File: src/inc/usc_params.svh
`ifndef USC_PARAMS_SVH
`define USC_PARAMS_SVH
`define USC_OFF_DATA   3'h0
`define USC_OFF_STAT   3'h1
`define USC_OFF_CTRL   3'h2
`define USC_OFF_SHARED 3'h3
`define USC_OFF_BAUDLO 3'h4
`define USC_OFF_IRQST  3'h5
`define USC_OFF_IRQMSK 3'h6
`define USC_OFF_FRAME  3'h7
`define USC_SEL_BIT    7
`define USC_C_RXIE     7
`define USC_C_TXIE     6
`define USC_C_EMIE     5
`define USC_C_RECEIVER_ON     4
`define USC_C_TRANSMITTER_ON     3
`define USC_C_CSZH     2
`define USC_C_RX9      1
`define USC_C_TX9      0
`define USC_F_SYNC     6
`define USC_F_PAREN    5
`define USC_F_PARODD   4
`define USC_F_STOP2    3
`define USC_F_POL      0
`define USC_S_TXDONE   6
`define USC_CTRL_RST   8'h00
`define USC_FRAME_RST  7'h06
`define USC_OS_NORMAL  5'h10
`define USC_OS_DOUBLE  5'h08
`endif

File: src/inc/usc_pkg.sv
package usc_pkg;
  typedef enum logic [1:0] {RX_IDLE, RX_START, RX_BITS} usc_rx_state_type;
endpackage

File: src/verilog/usc_baud_gen.sv
`timescale 1ns/1ps
`default_nettype none
module usc_baud_gen #(
  parameter int W = 12
) (
  input  wire logic         clk,
  input  wire logic         rst_n,
  input  wire logic [W-1:0] div,
  input  wire logic         reload,
  output logic              tick
);
  logic [W-1:0] count_q;
  logic [W-1:0] count_d;
  logic         tick_q;
  logic         tick_d;

  // Reload restarts the prescaler at once
  always_comb
  begin
    tick_d = !reload && (count_q == '0);
    if (reload || count_q == '0)
      count_d = div;
    else
      count_d = count_q - {{(W-1){1'b0}}, 1'b1};
  end

  always_ff @(posedge clk or negedge rst_n)
  begin
    if (!rst_n)
    begin
      count_q <= '0;
      tick_q  <= 1'b0;
    end
    else
    begin
      count_q <= count_d;
      tick_q  <= tick_d;
    end
  end

  assign tick = tick_q;
endmodule
`default_nettype wire

File: src/verilog/usc_core.sv
`timescale 1ns/1ps
`default_nettype none
`include "usc_params.svh"
module usc_core #(
  parameter int BAUD_W = 12
) (
  input  wire logic       clk,
  input  wire logic       rst_n,
  input  wire logic [2:0] addr,
  input  wire logic [7:0] wdata,
  input  wire logic       wr,
  input  wire logic       rd,
  output logic      [7:0] rdata,
  input  wire logic       global_irq_en,
  input  wire logic       rxd,
  output logic            rxd_claim,
  output logic            txd,
  output logic            txd_oe,
  output logic            sync_serial_clock,
  output logic            sync_serial_clock_oe,
  output logic            rx_done_irq,
  output logic            tx_done_irq,
  output logic            tx_empty_irq,
  output logic            irq
);
  logic [7:0]        ctrl_q, ctrl_d;
  logic [6:0]        frame_q, frame_d;
  logic [BAUD_W-1:0] baud_q, baud_d;
  logic              dbl_q, dbl_d;
  logic              mpf_q, mpf_d;
  logic [2:0]        ist_q, ist_d;
  logic [2:0]        msk_q, msk_d;
  logic [7:0]        rdata_q, rdata_d;
  logic              txb_full_q, txb_full_d;
  logic [8:0]        txb_q, txb_d;
  logic [12:0]       tx_sr_q, tx_sr_d;
  logic [3:0]        tx_left_q, tx_left_d;
  logic [4:0]        tx_os_q, tx_os_d;
  logic              tx_done_q, tx_done_d;
  logic              xck_q, xck_d;
  usc_pkg::usc_rx_state_type rx_st_q, rx_st_d;
  logic [4:0]        rx_os_q, rx_os_d;
  logic [3:0]        rx_cnt_q, rx_cnt_d;
  logic [11:0]       rx_bits_q, rx_bits_d;
  logic              rx_full_q, rx_full_d;
  logic [7:0]        rx_data_q, rx_data_d;
  logic              rx9_q, rx9_d;
  logic              fe_q, fe_d;
  logic              dor_q, dor_d;
  logic              pe_q, pe_d;
  logic              rxd_m_q, rxd_s_q;
  logic              bt, baud_reload, data_rd, data_wr, stat_wr;
  logic              sync_mode, par_en, par_odd, pol, tx_busy, live;
  logic              tx_step, rx_smp, xck_rise, xck_fall;
  logic              tx_done_ev, rx_store_ev, rx_err_ev, rx_fin, addr_bit, perr;
  logic [3:0]        nbits;
  logic [4:0]        os_div;
  logic [8:0]        dmask;

  // Frame with start bit, data, optional parity, then idle ones
  function automatic logic [12:0] tx_frame(input logic [8:0] d, input logic [3:0] n,
                                           input logic pen, input logic podd);
    logic [12:0] f;
    logic [8:0]  m;
    m = 9'h1FF >> (4'h9 - n);
    f = 13'h1FFF;
    f[9:1] = (d & m) | ~m;
    f[0] = 1'b0;
    if (pen)
      f[n + 4'h1] = (^(d & m)) ^ podd;
    return f;
  endfunction

  assign data_rd   = rd && addr == `USC_OFF_DATA;
  assign data_wr   = wr && addr == `USC_OFF_DATA;
  assign stat_wr   = wr && addr == `USC_OFF_STAT;
  assign baud_reload = wr && addr == `USC_OFF_BAUDLO;
  assign sync_mode = frame_q[`USC_F_SYNC];
  assign par_en    = frame_q[`USC_F_PAREN];
  assign par_odd   = frame_q[`USC_F_PARODD];
  assign pol       = frame_q[`USC_F_POL];
  assign tx_busy   = tx_left_q != 4'h0;
  always_comb
  begin
    unique case ({ctrl_q[`USC_C_CSZH], frame_q[2:1]})
      3'h0: nbits = 4'h5;
      3'h1: nbits = 4'h6;
      3'h2: nbits = 4'h7;
      3'h7: nbits = 4'h9;
      default: nbits = 4'h8;
    endcase
  end
  assign dmask = 9'h1FF >> (4'h9 - nbits);
  assign os_div = dbl_q ? `USC_OS_DOUBLE : `USC_OS_NORMAL;

  usc_baud_gen #(
    .W(BAUD_W)
  ) u_baud (
    .clk    (clk),
    .rst_n  (rst_n),
    .div    (baud_q),
    .reload (baud_reload),
    .tick   (bt)
  );

  // edge selection against the synchronous clock
  assign live     = txd_oe || ctrl_q[`USC_C_RECEIVER_ON];
  assign xck_rise = bt && sync_mode && live && !xck_q;
  assign xck_fall = bt && sync_mode && live && xck_q;
  assign xck_d    = xck_q ^ (bt && sync_mode && live);
  assign tx_step  = sync_mode ? (pol ? xck_fall : xck_rise)
                              : (bt && tx_os_q >= os_div - 5'h01);

  // Register file
  always_comb
  begin
    ctrl_d  = ctrl_q;
    frame_d = frame_q;
    baud_d  = baud_q;
    dbl_d   = dbl_q;
    mpf_d   = mpf_q;
    msk_d   = msk_q;
    ist_d   = ist_q;
    rdata_d = 8'h00;
    if (wr)
    begin
      case (addr)
        `USC_OFF_STAT:
        begin
          dbl_d = wdata[1];
          mpf_d = wdata[0];
        end
        `USC_OFF_CTRL:   ctrl_d = {wdata[7:2], 1'b0, wdata[0]};
        `USC_OFF_SHARED:
        begin
          if (wdata[`USC_SEL_BIT])
            frame_d = wdata[6:0];
          else
            baud_d[BAUD_W-1:8] = wdata[BAUD_W-9:0];
        end
        `USC_OFF_BAUDLO: baud_d[7:0] = wdata;
        `USC_OFF_IRQST:  ist_d = ist_q & ~wdata[2:0];
        `USC_OFF_IRQMSK: msk_d = wdata[2:0];
        default:         ;
      endcase
    end
    ist_d = ist_d | {rx_err_ev, tx_done_ev, rx_store_ev};
    if (rd)
    begin
      unique case (addr)
        `USC_OFF_DATA:   rdata_d = rx_data_q;
        `USC_OFF_STAT:   rdata_d = {rx_full_q, tx_done_q, !txb_full_q, fe_q, dor_q, pe_q,
                                    dbl_q, mpf_q};
        `USC_OFF_CTRL:   rdata_d = {ctrl_q[7:2], rx9_q, ctrl_q[0]};
        `USC_OFF_SHARED: rdata_d = {{(16-BAUD_W){1'b0}}, baud_q[BAUD_W-1:8]};
        `USC_OFF_BAUDLO: rdata_d = baud_q[7:0];
        `USC_OFF_IRQST:  rdata_d = {5'h00, ist_q};
        `USC_OFF_IRQMSK: rdata_d = {5'h00, msk_q};
        `USC_OFF_FRAME:  rdata_d = {1'b1, frame_q};
      endcase
    end
  end

  // Transmitter; filter bit has no effect here
  always_comb
  begin
    txb_full_d = txb_full_q;
    txb_d      = txb_q;
    tx_sr_d    = tx_sr_q;
    tx_left_d  = tx_left_q;
    tx_os_d    = tx_os_q;
    tx_done_ev = 1'b0;
    if (bt)
      tx_os_d = (tx_os_q >= os_div - 5'h01) ? 5'h00 : tx_os_q + 5'h01;
    // Speed change restarts the transmit bit timer so tx_os_q never overshoots the new divisor
    if (stat_wr)
      tx_os_d = 5'h00;
    if (tx_step)
    begin
      if (tx_left_q > 4'h1)
      begin
        tx_sr_d   = {1'b1, tx_sr_q[12:1]};
        tx_left_d = tx_left_q - 4'h1;
      end
      // pending data still goes out after disable
      else if (txb_full_q)
      begin
        tx_sr_d    = tx_frame(txb_q, nbits, par_en, par_odd);
        tx_left_d  = 4'h2 + nbits + {3'h0, par_en} + {3'h0, frame_q[`USC_F_STOP2]};
        txb_full_d = 1'b0;
      end
      else
      begin
        tx_done_ev = tx_left_q == 4'h1;
        tx_sr_d    = 13'h1FFF;
        tx_left_d  = 4'h0;
      end
    end
    if (data_wr && ctrl_q[`USC_C_TRANSMITTER_ON] && !txb_full_q)
    begin
      txb_d      = {ctrl_q[`USC_C_TX9], wdata};
      txb_full_d = 1'b1;
    end
    tx_done_d = (tx_done_q && !(stat_wr && wdata[`USC_S_TXDONE])) || tx_done_ev;
  end

  // Receiver
  always_comb
  begin
    rx_st_d     = rx_st_q;
    rx_os_d     = rx_os_q;
    rx_cnt_d    = rx_cnt_q;
    rx_bits_d   = rx_bits_q;
    rx_full_d   = rx_full_q && !data_rd;
    rx_data_d   = rx_data_q;
    rx9_d       = rx9_q;
    fe_d        = fe_q;
    pe_d        = pe_q;
    dor_d       = dor_q && !data_rd;
    rx_fin      = 1'b0;
    rx_store_ev = 1'b0;
    rx_err_ev   = 1'b0;
    addr_bit    = 1'b0;
    perr        = 1'b0;
    rx_smp      = sync_mode ? (pol ? xck_rise : xck_fall)
                            : (bt && rx_os_q >= os_div - 5'h01);
    if (bt)
      rx_os_d = rx_os_q + 5'h01;
    unique case (rx_st_q)
      usc_pkg::RX_IDLE:
      begin
        rx_os_d  = 5'h00;
        rx_cnt_d = 4'h0;
        if (!rxd_s_q && (!sync_mode || rx_smp))
          rx_st_d = sync_mode ? usc_pkg::RX_BITS : usc_pkg::RX_START;
      end
      usc_pkg::RX_START:
      begin
        if (bt && rx_os_q >= (os_div >> 1) - 5'h01)
        begin
          rx_os_d = 5'h00;
          rx_st_d = rxd_s_q ? usc_pkg::RX_IDLE : usc_pkg::RX_BITS;
        end
      end
      usc_pkg::RX_BITS:
      begin
        if (rx_smp)
        begin
          rx_os_d = 5'h00;
          rx_bits_d[rx_cnt_q] = rxd_s_q;
          rx_cnt_d = rx_cnt_q + 4'h1;
          if (rx_cnt_q == nbits + {3'h0, par_en})
          begin
            rx_st_d  = usc_pkg::RX_IDLE;
            rx_fin   = 1'b1;
            addr_bit = rx_bits_d[nbits - 4'h1];
            perr = par_en && ((^(rx_bits_d[8:0] & dmask)) ^ rx_bits_d[nbits] ^ par_odd);
            // with mpf_q set, drop frames without the address bit
            if (!mpf_q || addr_bit)
            begin
              if (!rx_full_q || data_rd)
              begin
                rx_data_d   = rx_bits_d[7:0] & dmask[7:0];
                rx9_d       = (nbits == 4'h9) && rx_bits_d[8];
                fe_d        = !rxd_s_q;
                pe_d        = perr;
                rx_full_d   = 1'b1;
                rx_store_ev = 1'b1;
                rx_err_ev   = !rxd_s_q || perr;
              end
              else
              begin
                dor_d     = 1'b1;
                rx_err_ev = 1'b1;
              end
            end
          end
        end
      end
    endcase
    if (!ctrl_q[`USC_C_RECEIVER_ON])
    begin
      rx_st_d   = usc_pkg::RX_IDLE;
      rx_full_d = 1'b0;
      fe_d      = 1'b0;
      dor_d     = 1'b0;
      pe_d      = 1'b0;
    end
  end

  always_ff @(posedge clk or negedge rst_n)
  begin
    if (!rst_n)
    begin
      ctrl_q     <= `USC_CTRL_RST;
      frame_q    <= `USC_FRAME_RST;
      baud_q     <= '0;
      dbl_q      <= 1'b0;
      mpf_q      <= 1'b0;
      ist_q      <= 3'h0;
      msk_q      <= 3'h0;
      rdata_q    <= 8'h00;
      txb_full_q <= 1'b0;
      txb_q      <= 9'h000;
      tx_sr_q    <= 13'h1FFF;
      tx_left_q  <= 4'h0;
      tx_os_q    <= 5'h00;
      tx_done_q  <= 1'b0;
      xck_q      <= 1'b0;
      rx_st_q    <= usc_pkg::RX_IDLE;
      rx_os_q    <= 5'h00;
      rx_cnt_q   <= 4'h0;
      rx_bits_q  <= 12'h000;
      rx_full_q  <= 1'b0;
      rx_data_q  <= 8'h00;
      rx9_q      <= 1'b0;
      fe_q       <= 1'b0;
      dor_q      <= 1'b0;
      pe_q       <= 1'b0;
      rxd_m_q    <= 1'b1;
      rxd_s_q    <= 1'b1;
    end
    else
    begin
      ctrl_q     <= ctrl_d;
      frame_q    <= frame_d;
      baud_q     <= baud_d;
      dbl_q      <= dbl_d;
      mpf_q      <= mpf_d;
      ist_q      <= ist_d;
      msk_q      <= msk_d;
      rdata_q    <= rdata_d;
      txb_full_q <= txb_full_d;
      txb_q      <= txb_d;
      tx_sr_q    <= tx_sr_d;
      tx_left_q  <= tx_left_d;
      tx_os_q    <= tx_os_d;
      tx_done_q  <= tx_done_d;
      xck_q      <= xck_d;
      rx_st_q    <= rx_st_d;
      rx_os_q    <= rx_os_d;
      rx_cnt_q   <= rx_cnt_d;
      rx_bits_q  <= rx_bits_d;
      rx_full_q  <= rx_full_d;
      rx_data_q  <= rx_data_d;
      rx9_q      <= rx9_d;
      fe_q       <= fe_d;
      dor_q      <= dor_d;
      pe_q       <= pe_d;
      rxd_m_q    <= rxd;
      rxd_s_q    <= rxd_m_q;
    end
  end

  assign rdata = rdata_q;
  assign rxd_claim = ctrl_q[`USC_C_RECEIVER_ON];
  assign txd_oe = ctrl_q[`USC_C_TRANSMITTER_ON] || tx_busy || txb_full_q;
  assign txd = tx_sr_q[0];
  assign sync_serial_clock    = xck_q;
  assign sync_serial_clock_oe = sync_mode;
  assign rx_done_irq  = ctrl_q[`USC_C_RXIE] && global_irq_en && rx_full_q;
  assign tx_done_irq  = ctrl_q[`USC_C_TXIE] && global_irq_en && tx_done_q;
  assign tx_empty_irq = ctrl_q[`USC_C_EMIE] && global_irq_en && !txb_full_q;
  assign irq = |(ist_q & msk_q);
endmodule
`default_nettype wire

File: config.mk
export PLATFORM = sky130hd
export DESIGN_NAME = usc_core
export DESIGN_NICKNAME = d
export VERILOG_FILES = /design/src/inc/usc_pkg.sv /design/src/verilog/usc_baud_gen.sv /design/src/verilog/usc_core.sv
export VERILOG_INCLUDE_DIRS = /design/src /design/src/inc
export SDC_FILE = /design/constraint.sdc
export NUM_CORES = 1
export LEC_CHECK = 0
export ABC_AREA = 0
export BUFFER_PORTS_ARGS = -buffer_cell sky130_fd_sc_hd__buf_2
export CORE_MARGIN = 1.5
export CORE_UTILIZATION = 55
export DETAILED_ROUTE_END_ITERATION = 10
export PLACE_DENSITY = 0.77
export SLEW_MARGIN = 15
export SYNTH_ARGS = -nofsm -noshare
export SYNTH_HDL_FRONTEND = slang
export SYNTH_SLANG_ARGS = --single-unit
File: constraint.sdc
create_clock -name clk -period 8.76 [get_ports clk]
set_clock_uncertainty 0.15 [all_clocks]
set_input_delay 0.876 -clock clk [delete_from_list [all_inputs] [get_ports clk]]
set_output_delay 0.876 -clock clk [all_outputs]
set_load 0.005 [all_outputs]
==> results.yml <==
setup_path:
  worstPathArrival_ps: 4270
  max_stage_delay_ps: 680
  worstPathMaxFanout: 16
  slowest_stage: "dfstp_2"
  crit_required_ps: 8930
  r2r_setup_slack_ps: 4670
  critPathKind: "flop to flop"
  crit_path_cell_trace: "xnor2_1, nor2_1, ha_1, a21boi_0, xnor3_1, o22ai_1, xnor2_1, xnor3_1, xor2_1, nor3_1, o32ai_1"
  worstSetupStartpointType: "flop"
  end_kind: "flop"
  ff2ff_path_depth: 11
global_routing:
  antenna_found_initial: 1
  grt_pass1_vias: 5651
  grtUsageTotal_pct: 28.0
  gr-total-overflow: 0
  grt_pass1_wl_um: 30200
  grt_max_degree: 93
route:
  final_antenna_net_count: 0
  drt-initial-drc-count: 640
  routedWlPerCell_um: 19.4
  totalWireLength_um: 18300
  first_pass_iters: 5
  dr_total_vias: 5868
  vias_per_cell: 6.22
  remaining_drc_errors: 0
die:
  die_w_um: 118
  die_area_um2: 13800
  io_pins: 34
  start_util_pct: 56.7
  die_h_um: 118
  core_um2: 12700
  fp-row-count: 41
clocking:
  cts.clk_slew.worst_paths_ps: 50
  cts_tree: "built"
  cts_setup_buffers: 0
  htree_levels: 4
  clkLatencyLatePin_ps: 420
  clockRootBuffer: "clkbuf_16"
  cts_buffers: 17
  clkSinkCount: 126
  cts_resized: 0
  clockBufferDepth: 2
  hold_buffers: 0
status:
  status: "finished, final reports clean"
layout:
  nNetsFinal: 803
  syn_to_final_growth_pct: 12.1
  drive_gt1_share_pct: 19.1
  num_antenna_cells: 0
sta:
  finalHoldViolations: 0
  postLayoutSetupSlackWorst_ps: 4670
  fmax_mhz: 244
  slew_headroom_pct: 26.9
  min_period_over_period_pct: 46.7
  setup_viol: 0
  period_minus_slack_ps: 4090
  worst_slew_pin_slew_ps: 1090
  slew_viol_final: 0
  grt_setup_unrepaired: "false"
  fin_setup_tns_ps: 0
yosys:
  syn-instance-count: 737
  synth-edff-count: 0
  async_flop_share_pct: 100
  synth_fp_nets: 782
  synth_area_um2: 7220
  yosysWarnings: 0
  synth.yosys.seq_area_share_pct: 44.0
  synth_cell_types: 73
  ys.flop_type: "dfrtp_1"
  synth-seq-cells: 126
  syn_avg_cell_area_um2: 9.79
power:
  powerDensity_nw_per_um2: 258
  p_leak_uw: 0.00356
  vdd_drop_max_v: 0.000194
placement:
  dpl_worst_slack_ps: 4840
  port_buffers: 33
  gp_congestion: 0.922
  hpwl_um: 13000
worst_hold_path:
  holdPathStages: 0
  hold_class: "flop to flop"
flow_run:
  maxCapViolCount: 0
[layout by cell type (no fill, tap or decap), types with 8 or more instances in the layout]
cell,n
dfrtp_1,109
nand2_1,86
o21ai_0,62
nor2_1,61
mux2_2,44
a21oi_1,37
buf_2,32
xnor2_1,28
ha_1,27
inv_1,25
mux2i_1,19
clkbuf_16,17
dfstp_2,17
nand3_1,15
nor3_1,11
o31ai_1,11
nand3b_1,11
xor2_1,9
or3_1,8
nor3b_1,8
[synth_stat cells (3+ instances only)]
library cell	instances	area, µm²
o22ai_1	6	37.5
nor4_1	4	25.0
nor3_1	11	55.1
inv_1	25	93.8
buf_1	5	18.8
dfrtp_1	109	2730
o221ai_1	4	35.0
and3b_1	3	26.3
xor2_1	9	78.8
nand3_1	15	75.1
ha_1	27	338
a21o_1	3	22.5
and3_1	6	37.5
o21a_1	3	22.5
a21oi_1	37	185
nor2_1	61	229
mux2i_1	19	190
nand3b_1	11	82.6
o31ai_1	11	82.6
dfstp_2	17	447
o32ai_1	7	61.3
nor3b_1	8	60.1
nand2b_1	7	43.8
mux4_2	3	67.6
buf_2	5	25.0
a22o_1	3	26.3
mux2_2	44	495
xnor2_1	28	245
or3_1	8	50.1
nand4_1	6	37.5
a211oi_1	6	45.0
clkbuf_1	24	90.1
nor2b_1	3	18.8
o21ai_0	62	310
nand2_1	86	323
[report_power, final]
group | switching, µW | internal, µW
registers | 122 | 676
logic | 328 | 243
clock network | 259 | 460
total | 709 | 1380
[registers in the layout (all words and copies together), names as in the netlist, 5 cells and up]
name,flops
baud_q,12
ctrl_q,7
frame_q,7
rdata,8
rx_bits_q,11
rx_data_q,8
rx_os_q,5
tx_os_q,5
tx_sr_q,13
txb_q,9
u_baud.count_q,12
[worst paths after layout]
kind,startpoint,endpoint
worst max-delay path,frame_q[2],tx_sr_q[8]
worst min-delay path,rxd_m_q,rxd_s_q
worst max register to register,frame_q[2],tx_sr_q[8]
worst min register to register,rxd_m_q,rxd_s_q
max in group asynchronous,rst_n,rx_os_q[1]
min in group asynchronous,rst_n,rx_bits_q[3]
[per-stage QoR]
step                      cells  hold WS (ps)  cell area, µm²  utilization, %  total power [µW]
after floorplan             737           195            7220               -              1180
after global placement      911           201            7490            58.9              1340
after detailed placement    911           200            7490            58.9              1360
after CTS                   943           208            8090            63.6              2080
after global routing        943           216            8090            63.6              2190
final                       943           207            8090            63.6              2090
[layout make-up]
cell class / count / area, µm²
tap: 172 / 215
multi-input combinational: 547 / 3790
clock buffer: 21 / 460
timing repair buffer: 39 / 216
fill: 1022 / 4630
inverter: 27 / 101
clock inverter: 11 / 139
sequential: 126 / 3170
[critical path, delay by kind of cell (launching register included)]
family | cells | cell delay (ps)
DFF | 1 | 680
and+or+nand+nor | 2 | 570
AOI/OAI and AO/OA | 3 | 810
adders and majority gates | 1 | 440
xor gates and xnor gates | 5 | 1350
[logic make-up after synthesis]
group / synth area share [%]
AO/OA/AOI/OAI: 14.9
XOR/XNOR: 5.11
adder cells (fa/ha/maj): 4.96
buffers and inverters: 3.64
flip-flops: 44.0
multiplexers: 10.9
AND/OR/NAND/NOR: 16.6
[layer usage]
layer | vias to the layer above | routed length [µm] | track usage [%]
li1 | 2680 | - | -
met1 | 2880 | 7780 | 37.4
met2 | 266 | 8610 | 43.8
met3 | 42 | 1380 | 6.35
met4 | 0 | 557 | 12.5
met5 | - | 0 | 0
(Power assumes the default switching activity.)
